File: src/rtl/pesi_pkg.sv
// Constants for the per-port event status and interrupt block.
// Assumes an AHB-Lite master with 32-bit word accesses only.
package pesi_pkg;
	// Register byte offsets
	localparam logic [7:0] OFS_EN     = 8'h00;
	localparam logic [7:0] OFS_TXS    = 8'h04;
	localparam logic [7:0] OFS_RXS    = 8'h08;
	localparam logic [7:0] OFS_INT    = 8'h0c;
	localparam logic [7:0] OFS_TXPOL  = 8'h10;
	localparam logic [7:0] OFS_RXPOL  = 8'h14;
	localparam logic [7:0] OFS_MODE   = 8'h18;
	localparam logic [7:0] OFS_MAXLEN = 8'h1c;
	// Interrupt enable and status bit positions
	localparam int unsigned B_STOP = 6;
	localparam int unsigned B_OVFC = 5;
	localparam int unsigned B_LNCH = 4;
	localparam int unsigned B_TRANSMIT_FAULT_SUMMARY = 3;
	localparam int unsigned B_TXOK = 2;
	localparam int unsigned B_RECEIVE_EVENT_SUMMARY = 1;
	localparam int unsigned B_RXOK = 0;
	// Transmit status fields
	localparam int unsigned TX_CNT_LSB = 6;
	localparam int unsigned TX_XCL     = 2;
	localparam int unsigned TX_LCL     = 1;
	localparam int unsigned TX_UNF     = 0;
	// Receive status fields
	localparam int unsigned RX_PAUSE = 7;
	localparam int unsigned RX_MEDIA = 5;
	localparam int unsigned RX_LONG  = 4;
	localparam int unsigned RX_RUNT  = 3;
	localparam int unsigned RX_ALIGN = 2;
	localparam int unsigned RX_CRC   = 1;
	localparam int unsigned RX_OVR   = 0;
	// Masks of implemented bits
	localparam logic [7:0] EN_MASK  = 8'h7f;
	localparam logic [7:0] RXS_MASK = 8'hbf;
	localparam logic [2:0] TXS_ERR  = 3'h7;
	// Reset values and limits
	localparam logic [7:0]  RST_BYTE   = 8'h00;
	localparam logic [15:0] RST_MAXLEN = 16'h05ee;
	localparam logic [15:0] RUNT_LEN   = 16'h0040;
	localparam logic [4:0]  XCOL_LAST  = 5'h0f;
	localparam logic [1:0]  TX_CNT_MAX = 2'h2;
endpackage

File: src/rtl/pesi_port_events.sv
// Per-port transmit/receive event status, enables and interrupt request.
// Assumes event inputs are one-cycle pulses synchronous to hclk.
// Summary of operation
// - Each enable bit gates only its own event, bits 3,1 only its interrupt; bit 7 reserved.
// - Enable bits 6,5,4: port stop, counter overflow, link change.
// - Enable bits 3,2: transmit error, transmit done.
// - Enable bits 1,0: receive event, receive done.
// - Reading transmit status clears error bits, packet count kept.
// - Transmit error bit sets only if policy stops on that error.
// - Bits 7:6 report transmit FIFO packets, at most 2.
// - Count rises on first byte loaded, falls after packet sent.
// - Bit 2 set after 16 consecutive collided attempts.
// - Bit 1 set on collision after 64 bytes sent.
// - Bit 0 set on FIFO underrun after 64 bytes sent.
// - Reading receive status clears all its bits.
// - Receive status bit sets only if policy passes that event.
// - Any non-passed event in a packet blocks all status bits.
// - Receive status byte pushed to FIFO right after packet end.
// - Bit 7 flags pause frame; bit 6 reserved.
// - Bit 5: symbol error in symbol mode, media error input otherwise.
// - Bit 4: packet longer than configured maximum.
// - Bit 3: packet shorter than 64 bytes.
// - Bit 2: checksum plus framing error.
// - Bit 1: checksum error without framing error.
// - Bit 0: receive FIFO ran out of space during reception.
// - Transmit error summary is OR of transmit error bits.
// - Receive event summary is OR of receive bits, after packet end.
// - Summary bits clear only by reading their status register.
module pesi_port_events (
	input  wire logic        hclk,
	input  wire logic        hresetn,
	input  wire logic        hsel,
	input  wire logic [31:0] haddr,
	input  wire logic [1:0]  htrans,
	input  wire logic        hwrite,
	input  wire logic [2:0]  hsize,
	input  wire logic [31:0] hwdata,
	input  wire logic        hready,
	output logic      [31:0] hrdata,
	output logic             hreadyout,
	output logic             hresp,
	input  wire logic        port_stopped,
	input  wire logic        counter_saturated,
	input  wire logic        link_changed,
	input  wire logic        tx_first_byte_load,
	input  wire logic        tx_packet_done,
	input  wire logic        tx_collision,
	input  wire logic        tx_past_64_bytes,
	input  wire logic        tx_fifo_starved,
	input  wire logic        rx_active,
	input  wire logic        rx_symbol_err,
	input  wire logic        rx_mii_err,
	input  wire logic        rx_fifo_no_space,
	input  wire logic        rx_frame_end,
	input  wire logic        rx_pause_frame,
	input  wire logic        rx_crc_err,
	input  wire logic        rx_framing_err,
	input  wire logic [15:0] rx_length,
	output logic             rx_status_push,
	output logic      [7:0]  rx_status_byte,
	output logic             port_irq
);
	logic [7:0]  en_reg;
	logic [2:0]  txs_err_reg;
	logic [1:0]  tx_cnt_reg;
	logic [7:0]  rxs_reg;
	logic [7:0]  int_reg;
	logic [2:0]  txpol_reg;
	logic [7:0]  rxpol_reg;
	logic        sym_mode_reg;
	logic [15:0] maxlen_reg;
	logic [4:0]  col_cnt_reg;
	logic        rx_media_acc_reg;
	logic        rx_ovr_acc_reg;
	logic        wr_pend_reg;
	logic [7:0]  wr_addr_reg;
	logic        irq_reg;
	logic [31:0] hrdata_reg;
	logic        push_reg;
	logic [7:0]  push_byte_reg;
	logic        hready_reg;
	logic        hresp_reg;

	logic        acc;
	logic        rd;
	logic        rd_txs;
	logic        rd_rxs;
	logic        rd_int;
	logic [7:0]  int_view;
	logic [2:0]  tx_ev;
	logic [7:0]  rx_ev;
	logic        rx_pass;
	logic        media_now;
	logic        ovr_now;
	logic [31:0] rd_mux;

	// Address phase decode
	assign acc    = hsel && hready && htrans[1];
	assign rd     = acc && !hwrite;
	assign rd_txs = rd && (haddr[7:0] == pesi_pkg::OFS_TXS);
	assign rd_rxs = rd && (haddr[7:0] == pesi_pkg::OFS_RXS);
	assign rd_int = rd && (haddr[7:0] == pesi_pkg::OFS_INT);

	// Summary bits follow their status registers
	always_comb begin
		int_view = int_reg;
		int_view[pesi_pkg::B_TRANSMIT_FAULT_SUMMARY] = |txs_err_reg;
		int_view[pesi_pkg::B_RECEIVE_EVENT_SUMMARY] = |rxs_reg;
	end

	always_comb begin
		unique case (haddr[7:0])
			pesi_pkg::OFS_EN:     rd_mux = {24'h000000, en_reg};
			pesi_pkg::OFS_TXS:    rd_mux = {24'h000000, tx_cnt_reg, 3'h0, txs_err_reg};
			pesi_pkg::OFS_RXS:    rd_mux = {24'h000000, rxs_reg};
			pesi_pkg::OFS_INT:    rd_mux = {24'h000000, int_view};
			pesi_pkg::OFS_TXPOL:  rd_mux = {29'h00000000, txpol_reg};
			pesi_pkg::OFS_RXPOL:  rd_mux = {24'h000000, rxpol_reg};
			pesi_pkg::OFS_MODE:   rd_mux = {31'h00000000, sym_mode_reg};
			pesi_pkg::OFS_MAXLEN: rd_mux = {16'h0000, maxlen_reg};
			default:              rd_mux = 32'h00000000;
		endcase
	end

	// Bus slave: zero wait states, always OKAY
	always_ff @(posedge hclk or negedge hresetn) begin
		if (!hresetn) begin
			hrdata_reg  <= 32'h00000000;
			wr_pend_reg <= 1'b0;
			wr_addr_reg <= 8'h00;
			hready_reg  <= 1'b0;
			hresp_reg   <= 1'b0;
		end else begin
			hready_reg <= 1'b1;
			hresp_reg  <= 1'b0;
			if (rd)
				hrdata_reg <= rd_mux;
			wr_pend_reg <= acc && hwrite;
			if (acc)
				wr_addr_reg <= haddr[7:0];
		end
	end

	// Software-written configuration
	always_ff @(posedge hclk or negedge hresetn) begin
		if (!hresetn) begin
			en_reg       <= pesi_pkg::RST_BYTE;
			txpol_reg    <= 3'h0;
			rxpol_reg    <= pesi_pkg::RST_BYTE;
			sym_mode_reg <= 1'b0;
			maxlen_reg   <= pesi_pkg::RST_MAXLEN;
		end else if (wr_pend_reg) begin
			unique case (wr_addr_reg)
				pesi_pkg::OFS_EN:     en_reg <= hwdata[7:0] & pesi_pkg::EN_MASK;
				pesi_pkg::OFS_TXPOL:  txpol_reg <= hwdata[2:0];
				pesi_pkg::OFS_RXPOL:  rxpol_reg <= hwdata[7:0] & pesi_pkg::RXS_MASK;
				pesi_pkg::OFS_MODE:   sym_mode_reg <= hwdata[0];
				pesi_pkg::OFS_MAXLEN: maxlen_reg <= hwdata[15:0];
				default:              ;
			endcase
		end
	end

	// Transmit FIFO packet count
	always_ff @(posedge hclk or negedge hresetn) begin
		if (!hresetn)
			tx_cnt_reg <= 2'h0;
		else if (tx_first_byte_load && !tx_packet_done && tx_cnt_reg < pesi_pkg::TX_CNT_MAX)
			tx_cnt_reg <= tx_cnt_reg + 2'h1;
		else if (tx_packet_done && !tx_first_byte_load && tx_cnt_reg != 2'h0)
			tx_cnt_reg <= tx_cnt_reg - 2'h1;
	end

	// Consecutive collisions of the current packet
	always_ff @(posedge hclk or negedge hresetn) begin
		if (!hresetn)
			col_cnt_reg <= 5'h00;
		else if (tx_packet_done || tx_ev[pesi_pkg::TX_XCL])
			col_cnt_reg <= 5'h00;
		else if (tx_collision && !tx_past_64_bytes)
			col_cnt_reg <= col_cnt_reg + 5'h01;
	end

	assign tx_ev[pesi_pkg::TX_XCL] = tx_collision && !tx_past_64_bytes
		&& col_cnt_reg == pesi_pkg::XCOL_LAST;
	assign tx_ev[pesi_pkg::TX_LCL] = tx_collision && tx_past_64_bytes;
	assign tx_ev[pesi_pkg::TX_UNF] = tx_fifo_starved && tx_past_64_bytes;

	// Transmit error bits; a new error beats the read clear
	always_ff @(posedge hclk or negedge hresetn) begin
		if (!hresetn)
			txs_err_reg <= 3'h0;
		else
			txs_err_reg <= (rd_txs ? 3'h0 : txs_err_reg) | (tx_ev & txpol_reg);
	end

	// Media and overrun conditions gathered over the frame
	assign media_now = rx_active && (sym_mode_reg ? rx_symbol_err : rx_mii_err);
	assign ovr_now   = rx_active && rx_fifo_no_space;

	always_ff @(posedge hclk or negedge hresetn) begin
		if (!hresetn) begin
			rx_media_acc_reg <= 1'b0;
			rx_ovr_acc_reg   <= 1'b0;
		end else if (rx_frame_end) begin
			rx_media_acc_reg <= 1'b0;
			rx_ovr_acc_reg   <= 1'b0;
		end else begin
			rx_media_acc_reg <= rx_media_acc_reg | media_now;
			rx_ovr_acc_reg   <= rx_ovr_acc_reg | ovr_now;
		end
	end

	always_comb begin
		rx_ev = 8'h00;
		rx_ev[pesi_pkg::RX_PAUSE] = rx_pause_frame;
		rx_ev[pesi_pkg::RX_MEDIA] = rx_media_acc_reg | media_now;
		rx_ev[pesi_pkg::RX_LONG]  = rx_length > maxlen_reg;
		rx_ev[pesi_pkg::RX_RUNT]  = rx_length < pesi_pkg::RUNT_LEN;
		rx_ev[pesi_pkg::RX_ALIGN] = rx_crc_err && rx_framing_err;
		rx_ev[pesi_pkg::RX_CRC]   = rx_crc_err && !rx_framing_err;
		rx_ev[pesi_pkg::RX_OVR]   = rx_ovr_acc_reg | ovr_now;
	end

	assign rx_pass = (rx_ev & ~rxpol_reg) == 8'h00;

	// Receive status, set at packet end; a new set beats the read clear
	always_ff @(posedge hclk or negedge hresetn) begin
		if (!hresetn)
			rxs_reg <= pesi_pkg::RST_BYTE;
		else
			rxs_reg <= (rd_rxs ? 8'h00 : rxs_reg)
				| ((rx_frame_end && rx_pass) ? rx_ev : 8'h00);
	end

	// Status byte trails the packet's last data
	always_ff @(posedge hclk or negedge hresetn) begin
		if (!hresetn) begin
			push_reg      <= 1'b0;
			push_byte_reg <= 8'h00;
		end else begin
			push_reg <= rx_frame_end;
			if (rx_frame_end)
				push_byte_reg <= rx_pass ? rx_ev : 8'h00;
		end
	end

	// Sticky event bits, set only where enabled
	always_ff @(posedge hclk or negedge hresetn) begin
		if (!hresetn)
			int_reg <= pesi_pkg::RST_BYTE;
		else begin
			int_reg[pesi_pkg::B_STOP] <= (int_reg[pesi_pkg::B_STOP] && !rd_int)
				| (port_stopped && en_reg[pesi_pkg::B_STOP]);
			int_reg[pesi_pkg::B_OVFC] <= (int_reg[pesi_pkg::B_OVFC] && !rd_int)
				| (counter_saturated && en_reg[pesi_pkg::B_OVFC]);
			int_reg[pesi_pkg::B_LNCH] <= (int_reg[pesi_pkg::B_LNCH] && !rd_int)
				| (link_changed && en_reg[pesi_pkg::B_LNCH]);
			int_reg[pesi_pkg::B_TXOK] <= (int_reg[pesi_pkg::B_TXOK] && !rd_int)
				| (tx_packet_done && en_reg[pesi_pkg::B_TXOK]);
			int_reg[pesi_pkg::B_RXOK] <= (int_reg[pesi_pkg::B_RXOK] && !rd_int)
				| (rx_frame_end && rx_ev == 8'h00 && en_reg[pesi_pkg::B_RXOK]);
			int_reg[pesi_pkg::B_TRANSMIT_FAULT_SUMMARY] <= 1'b0;
			int_reg[pesi_pkg::B_RECEIVE_EVENT_SUMMARY] <= 1'b0;
			int_reg[7]                <= 1'b0;
		end
	end

	always_ff @(posedge hclk or negedge hresetn) begin
		if (!hresetn)
			irq_reg <= 1'b0;
		else
			irq_reg <= |(int_view & en_reg);
	end

	assign hrdata         = hrdata_reg;
	assign hreadyout      = hready_reg;
	assign hresp          = hresp_reg;
	assign rx_status_push = push_reg;
	assign rx_status_byte = push_byte_reg;
	assign port_irq       = irq_reg;
endmodule

File: config.mk
export PLATFORM = sky130hd
export DESIGN_NAME = pesi_port_events
export DESIGN_NICKNAME = d
export VERILOG_FILES = /design/src/rtl/pesi_pkg.sv /design/src/rtl/pesi_port_events.sv
export SDC_FILE = /design/constraint.sdc
export NUM_CORES = 1
export LEC_CHECK = 0
export BUFFER_PORTS_ARGS = -buffer_cell sky130_fd_sc_hd__buf_4
export CAP_MARGIN = 30
export CORE_MARGIN = 4
export CORE_UTILIZATION = 51
export DETAILED_ROUTE_END_ITERATION = 7
export PLACE_DENSITY = 0.88
export SLEW_MARGIN = 5
export SYNTH_ARGS = -nofsm -noshare
export SYNTH_HDL_FRONTEND = slang
export SYNTH_SLANG_ARGS = --single-unit
File: constraint.sdc
create_clock -name hclk -period 2.4 [get_ports hclk]
set_input_delay 0.24 -clock hclk [delete_from_list [all_inputs] [get_ports hclk]]
set_output_delay 0.24 -clock hclk [all_outputs]
set_load 0.01 [all_outputs]
### After elaboration in Yosys (flattened, before gate mapping)

Index checks and enable logic that the tools add are counted.

| cells by class | value |
|---|---|
| eq/ne operators | 12 |
| reductions and logical operators | 53 |
| magnitude comparators | 3 |
| bitwise gates (word level) | 13 |
| $add $sub $neg | 3 |
| muxes and demuxes | 12 |

Operators by type and width:

| cell | count |
|---|---|
| $pmux 16 s8 | 1 |
| $eq 8x5->1 const B | 8 |
| $logic_not 8->1 | 4 |
| $logic_and 1x1->1 | 31 |
| $mux 8 | 3 |
| $eq 8x4->1 const B | 2 |
| $gt 16x16->1 | 1 |
| $lt 16x7->1 const B | 1 |
| $reduce_or 8->1 | 2 |
| $mux 5 | 2 |
| $reduce_and 2->1 | 5 |
| $and 8x8->8 | 1 |
| $eq 8x3->1 const B | 1 |
| $not 8->8 | 1 |
| $or 8x8->8 | 1 |
| $and 7x7->7 | 1 |
| $or 1x1->1 | 7 |
| $logic_not 1->1 | 6 |
| $reduce_bool 2->1 | 3 |
| $add 5x1->5 const B | 1 |
| $eq 5x4->1 const B | 1 |
| $mux 2 | 2 |
| $and 3x3->3 | 1 |
| $mux 1 | 3 |
| 7 further kinds | 7 |

| storage, ports and cells | value |
|---|---|
| output and inout port bits | 44 |
| register bits after elaboration | 111 |
| bits of input ports | 106 |

### Depth between registers and ports, before layout

Gate-level depths: netlist of run 1.

| depth | value |
|---|---|
| depth after elaboration | 8 |
| depth in mapped cells | 8 |
| mapped depth without buffers | 7 |

### Worst setup path after synthesis of run 1

OpenSTA, ideal clock, no wires.

| path | value |
|---|---|
| path kind | register -> register |
| start | reg maxlen_reg[1] |
| end | reg push_byte_reg[0], in the netlist rx_status_byte[0] |
| data arrival time | 1.990 ns |
| library setup time | 0.132 ns |
| setup slack | 0.278 ns |
| clock period less this slack | 2.122 ns |
| data required time | 2.268 ns |
| stages on the path, launching flop included | 9 |
| cell sequence | dfstp_2 inv_1 ha_1 nor2b_1 o211ai_1 a2111o_1 a31oi_1 clkbuf_1 o2bb2ai_1 |

| on the way | value |
|---|---|
| cells in the longest elaborated chain, start to end | 4 |

RTL lines:

| what | line | text |
|---|---|---|
| start: declaration | pesi_port_events.sv:71 | `logic [15:0] maxlen_reg;` |
| start signal: assignment | pesi_port_events.sv:151 | `maxlen_reg <= pesi_pkg::RST_MAXLEN;` |
| start signal: assignment | pesi_port_events.sv:158 | `pesi_pkg::OFS_MAXLEN: maxlen_reg <= hwdata[15:0];` |
| $gt 16x16->1 | pesi_port_events.sv:218 | `rx_ev[pesi_pkg::RX_LONG] = rx_length > maxlen_reg;` |
| $and 8x8->8 | pesi_port_events.sv:225 | `assign rx_pass = (rx_ev & ~rxpol_reg) == 8'h00;` |
| $logic_not 8->1 | pesi_port_events.sv:225 |  |
| $mux 8 | pesi_port_events.sv:244 | `push_byte_reg <= rx_pass ? rx_ev : 8'h00;` |
| end signal: assignment | pesi_port_events.sv:244 |  |
| end: declaration | pesi_port_events.sv:80 | `logic [7:0] push_byte_reg;` |

Every way passes these cells.
A chain may end at the register's enable or synchronous reset.

### Final worst setup path of run 1

| path | value |
|---|---|
| start | reg maxlen_reg[1] |
| end | reg push_byte_reg[7], in the netlist rx_status_byte[7] |

Same word-level chain as after synthesis.

==> reports/results.tsv, run 1 <==
stage	metric	value	unit
finish	final_cell_mix	buf_4 (93), dfrtp_1 (85), nand2_1 (45)	
yosys	synth.area.top_cells	dfrtp_1 (45%), ha_1 (4.8%), dfstp_2 (4.4%)	
critical_path	cp_slowest_cell	dfstp_2	
die	rows	34	
yosys	yosysSeqAreaShare	49.42	%
critical_path	path_max_fanout	12	
critical_path	critPathLaunchType	flip-flop	
yosys	synth_cells	444	
pwr	p_sw	892.2	uW
finish	drive_gt1_share	26.35	%
cts	cts_setup_buffers	0	
routing	route.met2.wl	5848	um
critical_path	required	2.63	ns
timing	skew	0.01033	ns
die	die_x	104.3	um
critical_path	path_cells	inv_1, ha_1, nor2b_1, o211ai_1, a2111o_1, a31oi_4, o2bb2ai_1	
hold_path	hp-class	in2reg	
pwr	ir_drop	0.0003251	V
routing	avgRoutedWirePerCell	18.54	um
die	num_io_pins	150	
timing	worst_slew_pin_slew	0.6520	ns
die	die_area	0.01088	mm^2
critical_path	endpoint_kind	flip-flop	
grt	grt_pass1_vias	3908	
yosys	synth_top_cell_area_share	44.97	%
timing	drv_slew	0	
pwr	power_frac_clock	30.8	%
critical_path	criticalPathCategory	reg2reg	
critical_path	cp_slowest_stage_delay	0.53	ns
finish	final_cell_count_no_fill	647	
place	place_area	0.005453	mm^2
yosys	async_reset_ff_share	100.0	%
cts	cts-root-buf	clkbuf_8	
grt	grt_max_degree	49	
timing	rsz0062_at_grt	false	
routing	routed.top_layer	met4	
routing	num_vias	3904	
grt	grt_usage	22.55	%
finish	final_nets	658	
cts	clk_latency	0.35	ns
finish	antenna_cells	0	
yosys	ys_types	56	
flow_run	cap_violations	0	
timing	min_period	2.145	ns
yosys	yosys.area.top_type	dfrtp_1	
pwr	p_leak	2.725	nW
cts	clock_path_buffers	2	
cts	cts_tree	built	
grt	antenna_found_initial	0	
cts	cts_inserted_buffers	9	
yosys	synth_area_per_cell	10.65	um^2
yosys	ys_ff_latch	93	
timing	final_hold_viol_count	0	
routing	wl_met3	850	um
pwr	power.internal	2.442	mW
timing	finalSetupViolCount	0	
timing	slew_headroom	56.54	%
place	gp_congestion	0.8857	
pwr	p_seq_share	55.6	%
critical_path	crit_arrival	2.37	ns
cts	h-tree-depth	3	
routing	route.detailed.drc	0	
cts	clkTransAtPathRegs	0.08	ns
finish	postLayoutCellArea	0.005665	mm^2
grt	overflow	0	
routing	drt-initial-drc-count	271	
die	coreArea	0.008891	mm^2
grt	grt_pass1_wl	19800	um
place	dp.cells	630	
cts	cts.sinks	93	
routing	ant_nets	0	
routing	met1_length	5058	um
die	die_h	104.3	um
routing	totalWireLength	12000	um
routing	dr.pass1.iters	4	
yosys	synth_warnings	0	
yosys	netlist_area	0.004730	mm^2
timing	whs	0.02900	ns
pwr	swShare	26.76	%
pwr	power_frac_comb	13.6	%
timing	post-route-period-util	89.38	%
yosys	synth-edff-count	0	
outcome	outcome	complete, no violations	
pwr	power_density	588.5	mW/mm^2
finish	area_delta_synth_final	19.79	%
place	place.port_buffers	87	
place	hpwlAfterDp	9148	um
yosys	synthFlopType	dfrtp_1	
finish	layout_commonest_cell	buf_4	
routing	vias_per_cell	6.034	
timing	clock.fmax	466.2	MHz
die	initial_core_util	53.19	%
-- cell families (layout without fill, tap and decap cells) --
group / after synthesis / in the layout / share of synthesized area [%]
AND/OR/NAND/NOR: 129 / 129 / 15.21
AO/OA/AOI/OAI: 115 / 115 / 16.98
flip-flops: 93 / 93 / 49.42
buffers and inverters: 54 / 132 / 5.767
multiplexers: 33 / 33 / 7.698
adder cells (fa/ha/maj): 18 / 18 / 4.762
other: 2 / 19 / 0.1588
-- synthesized netlist by cell type, drive strengths merged, types with 4 or more instances --
library cell / n
nand2b: 9
nor4: 6
or3: 4
clkbuf: 12
a22oi: 9
a21oi: 20
o31ai: 8
dfrtp: 85
mux2i: 6
a31oi: 9
nand2: 45
buf: 21
nand4: 8
nor2b: 5
a21o: 5
o2bb2ai: 6
nor2: 15
o21ai: 33
dfstp: 8
nor3: 13
nand3: 9
a22o: 8
ha: 18
mux2: 27
inv: 21
-- per-stage QoR --
stage	setup WS (ns)	total power, mW	setup TNS, ns	util, %
floorplan	0.2783	2.095	0	-
global placement	-0.06091	2.292	-0.6371	61.33
detailed placement	-0.1512	2.322	-1.402	61.33
CTS	0.1173	3.338	0	63.62
global route	0.07887	3.478	0	63.72
finish	0.2550	3.334	0	63.72
-- worst paths after layout --
path	cells past startpoint	slack, ns	from	end
max	7	0.26	maxlen_reg[1]	rx_status_byte[7]
min	1	0.03	rx_frame_end	rx_status_push
max reg2reg	7	0.26	maxlen_reg[1]	rx_status_byte[7]
min reg2reg	1	0.49	hrdata[1]	hrdata[1]
max in group asynchronous	3	1.21	hresetn	maxlen_reg[3]
min in group asynchronous	2	0.44	hresetn	maxlen_reg[13]
-- worst max-delay path: cells and delay by family (launching register included) --
kind	cells	cell delay (ns)
buffers and inverters	1	0.06
AO/OA/AOI/OAI	4	1.00
AND/OR/NAND/NOR	1	0.13
flip-flops	1	0.53
adder cells (fa/ha/maj)	1	0.29
-- metal layers --
layer	GRT usage, %	vias to the layer above
met5	0	-
met1	30.71	1945
li1	-	1778
met2	36.35	160
met4	8.167	0
met3	3.786	21
-- repair_timing --
item | in CTS | in global routing
hold buffers | 1 | 0
resized for setup | 1 | 1
endpoints found under the setup margin | 12 | 12
hold endpoints to repair | 41 | 0
-- power groups by stage --
| stage | clock, mW | sequential (mW) | combinational, mW |
|---|---|---|---|
| after global routing | 1.10 | 1.87 | 0.507 |
| after CTS | 1.04 | 1.84 | 0.454 |
| final | 1.03 | 1.85 | 0.454 |
| after floorplan | 0 | 1.84 | 0.260 |
| after global placement | 0 | 1.87 | 0.426 |
| after detailed placement | 0 | 1.87 | 0.450 |
-- area by class of cell --
class                      count  area [um^2]
clock buffer                  14        152.6
clock inverter                 2        35.03
fill                         695         3226
inverter                      21        78.83
multi-input combinational    314         2198
sequential                    93         2337
tap                          108        135.1
timing repair buffer          95        728.2
No activity file was read; power rests on OpenSTA's default activity.
==> run 2, diff against run 1 <==
--- a/config.mk
+++ b/config.mk
@@ -7,6 +7,7 @@
 export LEC_CHECK = 0
 export BUFFER_PORTS_ARGS = -buffer_cell sky130_fd_sc_hd__buf_4
 export CAP_MARGIN = 30
+export CORE_ASPECT_RATIO = 1.75
 export CORE_MARGIN = 4
 export CORE_UTILIZATION = 51
 export DETAILED_ROUTE_END_ITERATION = 7
==> run 2 against run 1 <==
  * Total power increased by 11%
  * Critical endpoint is now rx_status_byte[3]
  * First-iteration DRC count increased by 11%
  * Global-route usage increased by 0.84 points
==> reports/results.tsv, run 2 (synthesis results as in run 1) <==
stage	metric	value	unit
hold_path	hp-class	in2reg	
routing	wl_met3	651	um
grt	grt_pass1_vias	3925	
grt	grt_usage	23.39	%
critical_path	criticalPathCategory	reg2reg	
critical_path	cp_slowest_stage_delay	0.51	ns
routing	met1_length	4447	um
flow_run	cap_violations	0	
routing	avgRoutedWirePerCell	18.87	um
timing	slew_headroom	56.24	%
finish	final_cell_mix	buf_4 (94), dfrtp_1 (85), nand2_1 (45)	
grt	grt_max_degree	48	
finish	final_nets	659	
finish	postLayoutCellArea	0.005773	mm^2
routing	num_vias	3915	
routing	vias_per_cell	5.932	
finish	final_cell_count_no_fill	660	
routing	dr.pass1.iters	7	
grt	overflow	0	
finish	area_delta_synth_final	22.06	%
routing	route.met2.wl	6868	um
cts	cts_resized	0	
grt	antenna_found_initial	0	
pwr	ir_drop	0.0004981	V
finish	nFillCells	725	
timing	min_period	2.209	ns
critical_path	required	2.66	ns
cts	clock_path_buffers	2	
timing	skew	0.005066	ns
critical_path	endpoint_kind	flip-flop	
pwr	p_leak	2.775	nW
die	num_io_pins	150	
grt	grt_pass1_wl	19480	um
die	rows	46	
finish	layout_commonest_cell	buf_4	
place	gp_congestion	0.9047	
timing	worst_slew_pin_slew	0.6515	ns
die	die_h	135.4	um
place	place.port_buffers	87	
timing	final_hold_viol_count	0	
critical_path	crit_arrival	2.47	ns
die	die_area	0.01094	mm^2
die	die_x	80.80	um
cts	cts-root-buf	clkbuf_16	
timing	finalSetupViolCount	0	
cts	cts_inserted_buffers	9	
timing	drv_slew	0	
pwr	power_density	640.1	mW/mm^2
outcome	outcome	complete, no violations	
timing	post-route-period-util	92.02	%
cts	cts_tree	built	
critical_path	path_cells	inv_1, ha_1, nand4_1, nor4_1, or2_2, a31oi_1, buf_4, o2bb2ai_1	
timing	fin_tns_setup	0	ns
cts	h-tree-depth	3	
cts	clkTransAtPathRegs	0.06	ns
timing	rsz0062_at_grt	false	
place	hpwlAfterDp	9556	um
critical_path	critPathLaunchType	flip-flop	
timing	clock.fmax	452.8	MHz
cts	cts.sinks	93	
routing	drt-initial-drc-count	300	
place	pre_cts_ws	0.2371	ns
critical_path	path_max_fanout	12	
place	dp.cells	643	
timing	finalWorstSetupSlack	0.1914	ns
routing	ant_nets	0	
die	initial_core_util	52.34	%
routing	route.detailed.drc	0	
place	place_area	0.005478	mm^2
die	coreArea	0.009036	mm^2
finish	drive_gt1_share	26.67	%
routing	routed.top_layer	met4	
critical_path	cp_slowest_cell	dfstp_2	
pwr	power.total	3.695	mW
routing	totalWireLength	12460	um
cts	clk_latency	0.34	ns
finish	antenna_cells	0	
## run 2: worst max-delay path: cells and delay by family (launching register included)
kind                     cells  cell delay, ns
AND/OR/NAND/NOR              3            0.86
flip-flops                   1            0.51
adder cells (fa/ha/maj)      1            0.30
buffers and inverters        2            0.25
AO/OA/AOI/OAI                2            0.19
## run 2: timing repair
item / CTS / global route
setup endpoints to repair: 0 / 0
endpoints found under the hold margin: 46 / 0
setup buffers: 0 / 0
hold buffers: 1 / 0
## run 2: power breakdown
group          switching (mW)  internal [mW]  total (mW)  leakage, nW
clock                   0.578          0.806        1.38        0.141
combinational           0.236          0.220       0.456         1.48
sequential              0.142           1.71        1.86         1.16
## run 2: metrics by stage
step / util, % / hold WS [ns]
global placement: 60.62 / 0.2758
floorplan: - / -0.05559
CTS: 63.89 / 0.03663
detailed placement: 60.62 / 0.2936
global route: 63.89 / 0.04492
finish: 63.89 / 0.03582
## run 2: final timing paths
kind | start | endpoint | slack (ns) | depth (start not counted)
worst min register to register | hrdata[7] | hrdata[7] | 0.49 | 2
min in group asynchronous | hresetn | wr_addr_reg[3] | 0.44 | 2
worst max register to register | maxlen_reg[10] | rx_status_byte[3] | 0.19 | 8
worst max-delay path | maxlen_reg[10] | rx_status_byte[3] | 0.19 | 8
max in group asynchronous | hresetn | maxlen_reg[10] | 1.23 | 3
worst min-delay path | rx_frame_end | rx_status_push | 0.04 | 1
## run 2: area by class of cell
| type | count | area, um^2 | area share, % |
|---|---|---|---|
| clock buffers | 12 | 236.5 | 4.096 |
| multi-input cells | 314 | 2186 | 37.86 |
| clock inverters | 4 | 48.80 | 0.8453 |
| well taps | 120 | 150.1 | 2.601 |
| repair buffers | 96 | 735.7 | 12.74 |
| inverters | 21 | 78.83 | 1.365 |
| flip-flops and latches | 93 | 2337 | 40.49 |
## run 2: layer usage
layer	vias to the layer above	GRT usage [%]
met4	0	11.09
met5	-	0
met2	166	42.80
met3	43	3.529
li1	1769	-
met1	1937	25.82
